[config.mk]
export PLATFORM = sky130hd
export DESIGN_NAME = xbus_host_port
export DESIGN_NICKNAME = d
export VERILOG_FILES = /design/src/xbus_pkg.sv /design/src/xbus_addr_decode.sv /design/src/xbus_host_port.sv
export VERILOG_INCLUDE_DIRS = /design/src /design/src/src
export SDC_FILE = /design/constraint.sdc
export NUM_CORES = 1
export LEC_CHECK = 0
export BUFFER_PORTS_ARGS = -buffer_cell sky130_fd_sc_hd__buf_2
export CAP_MARGIN = 5
export CORE_ASPECT_RATIO = 1.1
export CORE_MARGIN = 2
export CORE_UTILIZATION = 48
export CTS_BUF_LIST = sky130_fd_sc_hd__clkbuf_8
export CTS_CLUSTER_SIZE = 10
export DETAILED_ROUTE_END_ITERATION = 12
export PLACE_DENSITY = 0.88
export RECOVER_POWER = 50
export SETUP_SLACK_MARGIN = 0.2
export SLEW_MARGIN = 10
export SYNTH_ARGS = -nofsm -noshare
export SYNTH_HDL_FRONTEND = slang
export SYNTH_SLANG_ARGS = --single-unit
[constraint.sdc]
create_clock -name sys_clk -period 3.3 [get_ports sys_clk]
set_input_delay 0.33 -clock sys_clk [delete_from_list [all_inputs] [get_ports sys_clk]]
set_output_delay 0.33 -clock sys_clk [all_outputs]
set_load 0.02 [all_outputs]
[src/xbus_params.svh]
`ifndef XBUS_PARAMS_SVH
`define XBUS_PARAMS_SVH

// Host I/O port map: base, compare mask (1 = bit must match)
`define XB_DMA_LO_BASE   10'h000
`define XB_DMA_LO_MASK   10'h3F0
`define XB_INTC_M_BASE   10'h020
`define XB_INTC_M_MASK   10'h3FE
`define XB_CFG_BASE      10'h022
`define XB_CFG_MASK      10'h3FE
`define XB_TIMER_BASE    10'h040
`define XB_TIMER_MASK    10'h3FC
`define XB_RTC_BASE      10'h070
`define XB_RTC_MASK      10'h3FE
`define XB_PAGE_BASE     10'h080
`define XB_PAGE_MASK     10'h3F0
`define XB_INTC_S_BASE   10'h0A0
`define XB_INTC_S_MASK   10'h3FE
`define XB_DMA_HI_BASE   10'h0C0
`define XB_DMA_HI_MASK   10'h3E0

// Reset values of the pin drivers, DMA address pin enables and clock/RAM index reset
`define XB_DATA_RST      8'h00
`define XB_ADDR_RST      9'h000
`define XB_ADDR_OFF_N    9'h1FF
`define XB_ADDR_BYTE_N   9'h100
`define XB_ADDR_WORD_N   9'h001
`define XB_IDX_RST       8'h00

`endif

[src/xbus_pkg.sv]
package xbus_pkg;

    typedef enum logic [3:0] {
        UNIT_NONE     = 4'h0,
        UNIT_CFG      = 4'h1,
        UNIT_DMA_LO   = 4'h2,
        UNIT_DMA_HI   = 4'h3,
        UNIT_INTC_M   = 4'h4,
        UNIT_INTC_S   = 4'h5,
        UNIT_TIMER    = 4'h6,
        UNIT_RTC_IDX  = 4'h7,
        UNIT_RTC_DATA = 4'h8,
        UNIT_PAGE     = 4'h9
    } unit_t;

    typedef struct packed {
        unit_t      unit;
        logic [7:0] idx;
    } host_sel_t;

    typedef struct packed {
        host_sel_t  sel;
        logic       rd;
        logic       wr;
        logic [7:0] wdata;
    } host_req_t;

    typedef struct packed {
        logic       own;
        logic       word_chan;
        logic       io_rd;
        logic       io_wr;
        logic       addr_stb;
        logic       drive_hi;
        logic       m2m_cap;
        logic       m2m_drive;
        logic [7:0] addr_lo;
        logic [7:0] addr_hi;
    } dma_ctl_t;

endpackage

[src/xbus_addr_decode.sv]
`timescale 1ns/100ps
`include "xbus_params.svh"

module xbus_addr_decode (
    input  wire logic [9:0]          addr,
    output xbus_pkg::host_sel_t      sel
);
    import xbus_pkg::*;

    function automatic logic hit(input logic [9:0] a, input logic [9:0] base,
                                 input logic [9:0] mask);
        hit = ((a ^ base) & mask) == 10'h000;
    endfunction

    // All ten bits take part, so aliases above the map stay unselected
    always_comb begin
        sel.unit = UNIT_NONE;
        sel.idx  = 8'h00;
        if (hit(addr, `XB_DMA_LO_BASE, `XB_DMA_LO_MASK)) begin
            sel.unit = UNIT_DMA_LO;
            sel.idx  = {4'h0, addr[3:0]};
        end else if (hit(addr, `XB_DMA_HI_BASE, `XB_DMA_HI_MASK)) begin
            sel.unit = UNIT_DMA_HI;
            sel.idx  = {4'h0, addr[4:1]};
        end else if (hit(addr, `XB_INTC_M_BASE, `XB_INTC_M_MASK)) begin
            sel.unit = UNIT_INTC_M;
            sel.idx  = {7'h00, addr[0]};
        end else if (hit(addr, `XB_CFG_BASE, `XB_CFG_MASK)) begin
            sel.unit = UNIT_CFG;
            sel.idx  = {7'h00, addr[0]};
        end else if (hit(addr, `XB_TIMER_BASE, `XB_TIMER_MASK)) begin
            sel.unit = UNIT_TIMER;
            sel.idx  = {6'h00, addr[1:0]};
        end else if (hit(addr, `XB_RTC_BASE, `XB_RTC_MASK)) begin
            sel.unit = addr[0] ? UNIT_RTC_DATA : UNIT_RTC_IDX;
            sel.idx  = 8'h00;
        end else if (hit(addr, `XB_PAGE_BASE, `XB_PAGE_MASK)) begin
            sel.unit = UNIT_PAGE;
            sel.idx  = {4'h0, addr[3:0]};
        end else if (hit(addr, `XB_INTC_S_BASE, `XB_INTC_S_MASK)) begin
            sel.unit = UNIT_INTC_S;
            sel.idx  = {7'h00, addr[0]};
        end
    end

endmodule // xbus_addr_decode

[src/xbus_host_port.sv]
`timescale 1ns/100ps
`include "xbus_params.svh"

// Function
// - host read drives selected register onto data
// - host write captures data into register
// - DMA drives upper address byte, latch strobed
// - memory-to-memory read stores data in temp
// - memory-to-memory write drives temp onto data
// - interrupt acknowledge drives vector byte onto data
// - clock/RAM access: address first, then data
// - low nine address pins bidirectional, top input
// - decode all ten address bits for units
// - low DMA channels use address bits 3..0
// - high DMA channels use bits 4..1
// - byte DMA drives address pins 7..0
// - word DMA drives pins 8..1, pin 0 free
// - read strobe is host input outside DMA
// - DMA write-memory drives read strobe itself
// - data pins driven only when sourcing, else released
// - write strobe input, driven in DMA read-memory
module xbus_host_port #(
    parameter int DATA_W = 8
) (
    input  wire logic                sys_clk,
    input  wire logic                sys_rst,
    input  wire logic [7:0]          system_data_pins_in,
    output logic [7:0]               system_data_pins_out,
    output logic                     system_data_pins_oe_n,
    input  wire logic [8:0]          low_address_pins_in,
    output logic [8:0]               low_address_pins_out,
    output logic [8:0]               low_address_pins_oe_n,
    input  wire logic                top_address_pin,
    input  wire logic                io_read_strobe_n_in,
    output logic                     io_read_strobe_n_out,
    output logic                     io_read_strobe_n_oe_n,
    input  wire logic                io_write_strobe_n_in,
    output logic                     io_write_strobe_n_out,
    output logic                     io_write_strobe_n_oe_n,
    output logic                     upper_addr_strobe_byte_chan,
    output logic                     upper_addr_strobe_word_chan,
    input  wire xbus_pkg::dma_ctl_t  dma_ctl,
    input  wire logic                inta_active,
    input  wire logic [7:0]          inta_vector,
    input  wire logic [7:0]          host_rd_data,
    output xbus_pkg::host_req_t      host_req,
    output logic [7:0]               temp_data
);
    import xbus_pkg::*;

    initial begin
        if (DATA_W != 8) begin
            $error("xbus_host_port serves an 8-bit data bus only");
        end
    end

    // Pin synchroniser: {top addr, low addr, data, read_n, write_n}
    logic [19:0]    pin_meta_ff;
    logic [19:0]    pin_sync_ff;
    logic [7:0]     d_in;
    logic [9:0]     a_in;
    logic           rd_n_s;
    logic           wr_n_s;
    logic           rd_prev_ff;
    logic           wr_prev_ff;
    logic [3:0]     own_hist_ff;
    logic           host_ok;
    logic           rd_start;
    logic           wr_end;
    host_sel_t      dec_sel;
    host_sel_t      eff_sel;
    logic           rd_active_ff;
    logic [7:0]     rtc_index_ff;
    logic [7:0]     temp_ff;
    host_req_t      host_req_ff;
    logic [7:0]     data_out_ff;
    logic [7:0]     nxt_data_out;
    logic           data_oe_n_ff;
    logic           nxt_data_oe_n;
    logic [8:0]     addr_out_ff;
    logic [8:0]     nxt_addr_out;
    logic [8:0]     addr_oe_n_ff;
    logic [8:0]     nxt_addr_oe_n;
    logic           rd_out_ff;
    logic           wr_out_ff;
    logic           strb_oe_n_ff;
    logic           stb_byte_ff;
    logic           stb_word_ff;

    always_ff @(posedge sys_clk or posedge sys_rst) begin
        if (sys_rst) begin
            pin_meta_ff <= 20'h00003;
            pin_sync_ff <= 20'h00003;
        end else begin
            pin_meta_ff <= {top_address_pin, low_address_pins_in, system_data_pins_in,
                            io_read_strobe_n_in, io_write_strobe_n_in};
            pin_sync_ff <= pin_meta_ff;
        end
    end

    assign a_in   = pin_sync_ff[19:10];
    assign d_in   = pin_sync_ff[9:2];
    assign rd_n_s = pin_sync_ff[1];
    assign wr_n_s = pin_sync_ff[0];

    always_ff @(posedge sys_clk or posedge sys_rst) begin
        if (sys_rst) begin
            rd_prev_ff <= 1'b1;
            wr_prev_ff <= 1'b1;
        end else begin
            rd_prev_ff <= rd_n_s;
            wr_prev_ff <= wr_n_s;
        end
    end

    // Our own strobes echo through the synchroniser for four edges after
    // release, so host decoding stays masked until the echo has passed
    always_ff @(posedge sys_clk or posedge sys_rst) begin
        if (sys_rst) begin
            own_hist_ff <= 4'h0;
        end else begin
            own_hist_ff <= {own_hist_ff[2:0], dma_ctl.own};
        end
    end

    assign host_ok  = !dma_ctl.own && !inta_active && own_hist_ff == 4'h0;
    assign rd_start = host_ok && rd_prev_ff && !rd_n_s;
    assign wr_end   = host_ok && !wr_prev_ff && wr_n_s;

    xbus_addr_decode u_decode (
        .addr (a_in),
        .sel  (dec_sel)
    );

    // The data port of the clock/RAM reaches the location chosen by
    // the index byte written beforehand
    always_comb begin
        eff_sel = dec_sel;
        if (dec_sel.unit == UNIT_RTC_DATA) begin
            eff_sel.idx = rtc_index_ff;
        end
    end

    always_ff @(posedge sys_clk or posedge sys_rst) begin
        if (sys_rst) begin
            rtc_index_ff <= `XB_IDX_RST;
        end else if (wr_end && dec_sel.unit == UNIT_RTC_IDX) begin
            rtc_index_ff <= d_in;
        end
    end

    always_ff @(posedge sys_clk or posedge sys_rst) begin
        if (sys_rst) begin
            rd_active_ff <= 1'b0;
        end else if (rd_start && dec_sel.unit != UNIT_NONE) begin
            rd_active_ff <= 1'b1;
        end else if (rd_n_s || !host_ok) begin
            rd_active_ff <= 1'b0;
        end
    end

    // Write data is taken at the trailing edge, when the host has
    // certainly settled it on the bus
    always_ff @(posedge sys_clk or posedge sys_rst) begin
        if (sys_rst) begin
            host_req_ff <= '0;
        end else begin
            host_req_ff.rd <= rd_start && dec_sel.unit != UNIT_NONE;
            host_req_ff.wr <= wr_end && dec_sel.unit != UNIT_NONE;
            if (rd_start || wr_end) begin
                host_req_ff.sel   <= eff_sel;
                host_req_ff.wdata <= d_in;
            end
        end
    end

    always_ff @(posedge sys_clk or posedge sys_rst) begin
        if (sys_rst) begin
            temp_ff <= `XB_DATA_RST;
        end else if (dma_ctl.own && dma_ctl.m2m_cap) begin
            temp_ff <= d_in;
        end
    end

    // Data pin source, highest priority first
    always_comb begin
        nxt_data_out  = `XB_DATA_RST;
        nxt_data_oe_n = 1'b1;
        if (dma_ctl.own) begin
            if (dma_ctl.m2m_drive) begin
                nxt_data_out  = temp_ff;
                nxt_data_oe_n = 1'b0;
            end else if (dma_ctl.drive_hi) begin
                nxt_data_out  = dma_ctl.addr_hi;
                nxt_data_oe_n = 1'b0;
            end
        end else if (inta_active) begin
            nxt_data_out  = inta_vector;
            nxt_data_oe_n = 1'b0;
        end else if (rd_active_ff) begin
            nxt_data_out  = host_rd_data;
            nxt_data_oe_n = 1'b0;
        end
    end

    always_ff @(posedge sys_clk or posedge sys_rst) begin
        if (sys_rst) begin
            data_out_ff  <= `XB_DATA_RST;
            data_oe_n_ff <= 1'b1;
        end else begin
            data_out_ff  <= nxt_data_out;
            data_oe_n_ff <= nxt_data_oe_n;
        end
    end

    // Address pins; top pin has no driver at all
    always_comb begin
        nxt_addr_out  = `XB_ADDR_RST;
        nxt_addr_oe_n = `XB_ADDR_OFF_N;
        if (dma_ctl.own && dma_ctl.word_chan) begin
            nxt_addr_out  = {dma_ctl.addr_lo, 1'b0};
            nxt_addr_oe_n = `XB_ADDR_WORD_N;
        end else if (dma_ctl.own) begin
            nxt_addr_out  = {1'b0, dma_ctl.addr_lo};
            nxt_addr_oe_n = `XB_ADDR_BYTE_N;
        end
    end

    always_ff @(posedge sys_clk or posedge sys_rst) begin
        if (sys_rst) begin
            addr_out_ff  <= `XB_ADDR_RST;
            addr_oe_n_ff <= `XB_ADDR_OFF_N;
        end else begin
            addr_out_ff  <= nxt_addr_out;
            addr_oe_n_ff <= nxt_addr_oe_n;
        end
    end

    // Strobes turn to outputs only while we own the bus; idle level is
    // high so release never glitches a strobe low
    always_ff @(posedge sys_clk or posedge sys_rst) begin
        if (sys_rst) begin
            rd_out_ff    <= 1'b1;
            wr_out_ff    <= 1'b1;
            strb_oe_n_ff <= 1'b1;
        end else begin
            rd_out_ff    <= !(dma_ctl.own && dma_ctl.io_rd);
            wr_out_ff    <= !(dma_ctl.own && dma_ctl.io_wr);
            strb_oe_n_ff <= !dma_ctl.own;
        end
    end

    always_ff @(posedge sys_clk or posedge sys_rst) begin
        if (sys_rst) begin
            stb_byte_ff <= 1'b0;
            stb_word_ff <= 1'b0;
        end else begin
            stb_byte_ff <= dma_ctl.own && dma_ctl.addr_stb && !dma_ctl.word_chan;
            stb_word_ff <= dma_ctl.own && dma_ctl.addr_stb && dma_ctl.word_chan;
        end
    end

    assign system_data_pins_out        = data_out_ff;
    assign system_data_pins_oe_n       = data_oe_n_ff;
    assign low_address_pins_out        = addr_out_ff;
    assign low_address_pins_oe_n       = addr_oe_n_ff;
    assign io_read_strobe_n_out        = rd_out_ff;
    assign io_read_strobe_n_oe_n       = strb_oe_n_ff;
    assign io_write_strobe_n_out       = wr_out_ff;
    assign io_write_strobe_n_oe_n      = strb_oe_n_ff;
    assign upper_addr_strobe_byte_chan = stb_byte_ff;
    assign upper_addr_strobe_word_chan = stb_word_ff;
    assign host_req                    = host_req_ff;
    assign temp_data                   = temp_ff;

    AST_HOST_READ_DRIVE: assert property (@(posedge sys_clk) disable iff (sys_rst)
        (rd_active_ff && host_ok) |=>
            (!system_data_pins_oe_n && system_data_pins_out == $past(host_rd_data)))
        else $error("host read data not driven");

    AST_HOST_WRITE_CAPTURE: assert property (@(posedge sys_clk) disable iff (sys_rst)
        (wr_end && dec_sel.unit != UNIT_NONE) |=>
            (host_req.wr && host_req.wdata == $past(d_in) && system_data_pins_oe_n))
        else $error("host write not captured");

    AST_UPPER_BYTE: assert property (@(posedge sys_clk) disable iff (sys_rst)
        (dma_ctl.own && dma_ctl.drive_hi && !dma_ctl.m2m_drive) |=>
            (!system_data_pins_oe_n && system_data_pins_out == $past(dma_ctl.addr_hi)))
        else $error("upper address byte missing");

    AST_TEMP_CAPTURE: assert property (@(posedge sys_clk) disable iff (sys_rst)
        (dma_ctl.own && dma_ctl.m2m_cap) |=> (temp_data == $past(d_in)))
        else $error("temporary register not loaded");

    AST_TEMP_DRIVE: assert property (@(posedge sys_clk) disable iff (sys_rst)
        (dma_ctl.own && dma_ctl.m2m_drive) |=>
            (!system_data_pins_oe_n && system_data_pins_out == $past(temp_data)))
        else $error("temporary data not driven");

    AST_VECTOR: assert property (@(posedge sys_clk) disable iff (sys_rst)
        (!dma_ctl.own && inta_active) |=>
            (!system_data_pins_oe_n && system_data_pins_out == $past(inta_vector)))
        else $error("interrupt vector not driven");

    AST_RTC_INDEX: assert property (@(posedge sys_clk) disable iff (sys_rst)
        ((rd_start || wr_end) && dec_sel.unit == UNIT_RTC_DATA)
            |=> (host_req.sel.idx == $past(rtc_index_ff)))
        else $error("clock data access lost its index");

    AST_WORD_ADDR: assert property (@(posedge sys_clk) disable iff (sys_rst)
        (dma_ctl.own && dma_ctl.word_chan) |=>
            (low_address_pins_oe_n == 9'h001
             && low_address_pins_out[8:1] == $past(dma_ctl.addr_lo)))
        else $error("word channel address wrong");

    AST_BYTE_ADDR: assert property (@(posedge sys_clk) disable iff (sys_rst)
        (dma_ctl.own && !dma_ctl.word_chan) |=>
            (low_address_pins_out[7:0] == $past(dma_ctl.addr_lo)
             && low_address_pins_oe_n == 9'h100))
        else $error("byte channel address wrong");

    AST_DATA_RELEASE: assert property (@(posedge sys_clk) disable iff (sys_rst)
        (!dma_ctl.own && !inta_active && !rd_active_ff) |=> system_data_pins_oe_n)
        else $error("data pins driven without source");

    AST_DMA_READ_STROBE: assert property (@(posedge sys_clk) disable iff (sys_rst)
        (dma_ctl.own && dma_ctl.io_rd) |=> (!io_read_strobe_n_out && !io_read_strobe_n_oe_n))
        else $error("read strobe not driven in DMA");

    AST_DMA_WRITE_STROBE: assert property (@(posedge sys_clk) disable iff (sys_rst)
        (dma_ctl.own && dma_ctl.io_wr) |=> (!io_write_strobe_n_out && !io_write_strobe_n_oe_n))
        else $error("write strobe not driven in DMA");

    AST_RELEASE: assert property (@(posedge sys_clk) disable iff (sys_rst)
        !dma_ctl.own |=> (io_read_strobe_n_oe_n && io_write_strobe_n_oe_n
                          && low_address_pins_oe_n == 9'h1FF))
        else $error("pins still driven after ownership");

    AST_NO_HOST_IN_DMA: assert property (@(posedge sys_clk) disable iff (sys_rst)
        dma_ctl.own |=> (!host_req.rd && !host_req.wr))
        else $error("host access taken during DMA");

endmodule // xbus_host_port

After elaboration in Yosys (flattened, before gate mapping)
Cells that the tools add are included. W data, S select, Z words.

Register bits: 117. Input bits: 63. Word-level logic and storage cells: 94. Output and inout bits: 63.

Reduce and logical (&&, ||, !) cells: 37. Muxes and demuxes: 26. Equality and inequality tests: 2. Bitwise logic cells: 7.

Operators by type and width (count): $mux W12 (7); $logic_not A10 Y1 (8); $mux W8 (8); $mux W9 (2); $logic_and A1 B1 Y1 (16); $mux W11 (1); $logic_not A1 Y1 (8); $mux W1 (7); $not A2 Y2 (3); $eq A4 B3 Y1 const B (1); $eq A4 B4 Y1 const B (1); $logic_not A4 Y1 (1); $mux W4 (1); $reduce_bool A4 Y1 (1); $not A1 Y1 (3); $not A3 Y3 (1); $logic_or A1 B1 Y1 (2); $reduce_bool A2 Y1 (1).

Depth between registers and ports, before layout
Depth in word-level cells: 13. Mapped depth: 8. Depth with buffers taken out: 5.

Hierarchy
From an unflattened synthesis, not the netlist that was laid out.

Cells, all modules: 288. Area, all modules: 4266.6 µm².

Modules (own cells, without submodules): xbus_host_port (area an instance 3970.1 µm², cells each 245, seq. area each 2793.9 µm², times used 1); xbus_addr_decode (area an instance 296.5 µm², cells each 43, seq. area each 0.0 µm², times used 1).

Worst setup path after synthesis
OpenSTA, ideal clock, no wires.

Kind: reg2reg. From: register pin_sync_ff[17]. To: register rtc_index_ff[0]. Setup time: 0.125 ns. Arrival: 1.859 ns. Path buffers: 1. Stages on the path, launching flop included: 7. Required time: 3.175 ns. Period minus slack after synthesis: 1.984 ns. Setup slack: 1.316 ns. Path through: dfrtp_1 -> buf_4 -> nor4b_4 -> and2_1 -> a2111oi_4 -> nor3_4 -> mux2_4.

Cells in the longest elaborated chain, start to end: 12. Elaborated cells between the ends (all ways): 21. Classes of those cells: eq/ne: 1; mux: 8; bitwise: 3; reduce/logical: 9.

RTL lines: start: declaration (line xbus_host_port.sv:59) `logic [19:0] pin_sync_ff;`; start signal: assignment (line xbus_host_port.sv:97) `pin_sync_ff <= pin_meta_ff;`; $not A2 Y2 (no line); $logic_not A10 Y1 (line xbus_addr_decode.sv:12) `hit = ((a ^ base) & mask) == 10'h000;`; $mux W11 (line xbus_addr_decode.sv:40) `` end else if (hit(addr, `XB_INTC_S_BASE, `XB_INTC_S_MASK)) begin ``; $mux W12 (line xbus_addr_decode.sv:37) `` end else if (hit(addr, `XB_PAGE_BASE, `XB_PAGE_MASK)) begin ``; $mux W12 (line xbus_addr_decode.sv:34) `` end else if (hit(addr, `XB_RTC_BASE, `XB_RTC_MASK)) begin ``; $mux W12 (line xbus_addr_decode.sv:31) `` end else if (hit(addr, `XB_TIMER_BASE, `XB_TIMER_MASK)) begin ``; $mux W12 (line xbus_addr_decode.sv:28) `` end else if (hit(addr, `XB_CFG_BASE, `XB_CFG_MASK)) begin ``; $mux W12 (line xbus_addr_decode.sv:25) `` end else if (hit(addr, `XB_INTC_M_BASE, `XB_INTC_M_MASK)) begin ``; $mux W12 (line xbus_addr_decode.sv:22) `` end else if (hit(addr, `XB_DMA_HI_BASE, `XB_DMA_HI_MASK)) begin ``; $mux W12 (*) (line xbus_addr_decode.sv:19) `` if (hit(addr, `XB_DMA_LO_BASE, `XB_DMA_LO_MASK)) begin ``; $eq A4 B3 Y1 (*) (line xbus_host_port.sv:147) `end else if (wr_end && dec_sel.unit == UNIT_RTC_IDX) begin`; $logic_and A1 B1 Y1 (*) (line xbus_host_port.sv:147); end signal: assignment (line xbus_host_port.sv:146) `` rtc_index_ff <= `XB_IDX_RST; ``; end signal: assignment (line xbus_host_port.sv:148) `rtc_index_ff <= d_in;`; end: declaration (line xbus_host_port.sv:73) `logic [7:0] rtc_index_ff;`.

Every way passes the cells marked *; elsewhere a longest branch is shown, timed or not. A chain may end at the register's enable or synchronous reset.

Worst setup path after layout
From: register pin_sync_ff[17]. To: register rtc_index_ff[4].

Same word-level chain as after synthesis.

==> results.md <==
* Status: finished clean
* Multi-input gate area at 0.00119 sq mm
* Post-Syn Instances at 289
* Cell variety after synth at 43
* Worst slew margin at 48.2%
* Cts repair resizes at 0
* Final Hold Violating Endpoints at 0
* Placed inst area at 0.00481 sq mm
* Area of the mapped netlist at 0.00411 sq mm
* Clock skew at 0.0165 ns
* FP Rows at 35
* Maximum vdd ir drop at 0.000261 V
* Global-route wire length before repair at 14.0 mm
* H-tree levels at 3
* Max Cap Viol at 0
* Die ar. at 0.00931 sq mm
* PwrDens at 521 mW/mm^2
* Sequential area share after synthesis at 68.1%
* Synth top area share at 59.7%
* RD Place Congestion at 0.932
* Top_reg_cell synth: dfrtp_1
* Worst min-delay path class: input pin to register
* Initial antenna violation count at 0
* Post-DRT Antenna Nets at 0
* Slew Limit Fails at 0
* Crit. End Element: register
* Worst path slowest cell: dfrtp_1
* Drt initial violations at 151
* Pre-antenna DRT Iters at 5
* IO Count at 126
* Largest net degree at the start of global routing at 112
* Post-CTS Setup Bufs at 0
* Post-Syn Area per Cell at 14.2 sq um
* Post-layout nets at 472
* Port bufs at 125
* DR vias/cell at 5.28
* Layout fillers at 680
* Critical Path Start Type: register
* Buf+Inv Stages, Crit Path at 0
* Critical Path RT at 3.56 ns
* Most frequent cells in the layout: 124 x buf_2, 98 x dfrtp_1, 28 x nor2_1
* Routed WL per cell at 17.1 microns
* Initial core utilization at 49.1%
* Arr. time, crit path at 2.48 ns
* Total gr overflow at 0
* Final Cell Area at 0.00500 sq mm
* RSZ-0062 raised after global routing: no
* Gr usage total at 19.7%
* Max Root-Sink Buffers at 2
* Clock tree from TritonCTS: done
* CP peak stage delay at 0.50 ns
* Min Tclk post-route at 2.21 ns
* Vias in the first global route at 2749
* Commonest non-fill, non-tap cell in the layout: buf_2
* Drc violations at 0
* Core Area at 0.00836 sq mm
* Post-Syn Nets at 352
* Clock buffer count from CTS at 9
* Largest cells by area after synthesis: dfrtp_1 60%, dfstp_2 8.3%, mux2_2 4.4%
* Layout overhead on the synthesized area at 21.8%
* Setup violators final at 0
* Fraction of registers with async set/reset at 100%
* FF/Latch Area at 0.00279 sq mm
* Share of post-route cells with drive strength above 1 at 45.7%
* Die height at 101 microns
* Post-synth EDFFs at 0
* Ant. Diodes at 0
* Yosys top cell by area: dfrtp_1
* Clock-pin slew on the worst setup and hold paths at 0.10 ns
* Leak pwr at 0.00245 uW
* Crit Path Max Fanout at 8
* Hold-fix buffers at CTS at 0
* Delay-heaviest family, CP: simple AND/OR/NAND/NOR gates
* Die width at 92.2 microns
* Layout Utilization at 59.8%
* Drt total wl at 8.97 mm
* #FFs+latches synth at 111
* Yosys warns at 0
* Critical-path cell list: nor4b_4 > and2_1 > o21ai_1 > nor3_4 > mux2_4
* CP Class: register to register
* Root buffer cell: clkbuf_8
* Clk Latency, worst-skew pair at 0.38 ns
* CTS sink cnt at 111
* Crit share post-route at 67.1%
* Via count at 2771
* Worst-Margin Slew at 0.777 ns
* DPL Wire Length at 6.55 mm
* FMAX at 452 MHz
* Sum Neg Setup Slack at 0 ns
## cell families after synthesis
logic type | Yosys count | share of synthesized area [%]
flip-flops | 111 | 68.1
AO/OA/AOI/OAI | 44 | 8.53
multiplexers | 32 | 9.30
AND/OR/NAND/NOR | 76 | 10.9
buffers and inverters | 25 | 3.02
XOR/XNOR | 1 | 0.213
## layer usage
| metal | vias up | share of wire, % | global-route usage (%) |
|---|---|---|---|
| met2 | 96 | 51 | 30.8 |
| met5 | - | 0 | 0 |
| met4 | 0 | 2.1 | 8.15 |
| met3 | 17 | 5.0 | 4.71 |
| li1 | 1263 | - | - |
| met1 | 1395 | 42 | 26.8 |
## worst register-to-register path, delay by kind of cell, from the launching register on
family,cells,cell delay [ns]
and+or+nand+nor,3,1.11
DFF,1,0.50
muxes,1,0.35
AOI/OAI and AO/OA,1,0.16
## registers in the layout, indices dropped and copies added, names as in the netlist, 3 cells and up
register               flops
host_req                  22
low_address_pins_oe_n      3
low_address_pins_out       9
own_hist_ff                4
pin_meta_ff               20
pin_sync_ff               20
rtc_index_ff               8
system_data_pins_out       8
temp_data                  8
## where the power goes
part	switching, uW	internal, uW	total, uW	leakage (uW)
clock network	498	300	798	0.0000981
logic	188	117	305	0.000990
registers	56.6	1450	1500	0.00136
## cell type report
cell class                 count  area share [%]
sequential                   111            55.9
multi-input combinational    153            23.8
timing repair buffer         127            13.0
tap                          111            2.78
clock buffer                   9            2.48
clock inverter                 7            1.48
inverter                       7           0.550
## synth_stat cells, types with 3 or more instances
master,instances
nor2b_1,6
a21oi_1,6
nor2_1,28
mux2_2,16
dfstp_2,13
o21ai_0,3
buf_4,8
a221oi_1,14
nand2_1,16
mux2i_1,7
dfrtp_1,98
nor3_1,3
mux2_4,8
nand3_1,3
a222oi_1,3
clkbuf_1,9
o21ai_1,6
a22o_1,5
inv_1,7
## final timing paths
kind | start | endpoint | slack [ns] | cells after the start
worst max-delay path | pin_sync_ff[17] | rtc_index_ff[4] | 1.09 | 5
worst min-delay path | io_write_strobe_n_in | pin_meta_ff[0] | 0.05 | 1
worst max register to register | pin_sync_ff[17] | rtc_index_ff[4] | 1.09 | 5
worst min register to register | pin_meta_ff[9] | pin_sync_ff[9] | 0.35 | 0
max in group asynchronous | sys_rst | host_req[15] | 2.77 | 3
min in group asynchronous | sys_rst | temp_data[5] | 0.13 | 3
## through the flow
stage / total power (uW) / setup WS (ns) / cells / hold WS [ns]
after floorplan: 1700 / 1.32 / 289 / 0.331
after global placement: 1820 / 1.18 / 509 / 0.335
after detailed placement: 1840 / 1.10 / 509 / 0.335
after CTS: 2620 / 1.09 / 525 / 0.0352
after global routing: 2720 / 0.956 / 525 / 0.0315
final: 2610 / 1.09 / 525 / 0.0459
Note: power is estimated with default switching activity, not from simulation.
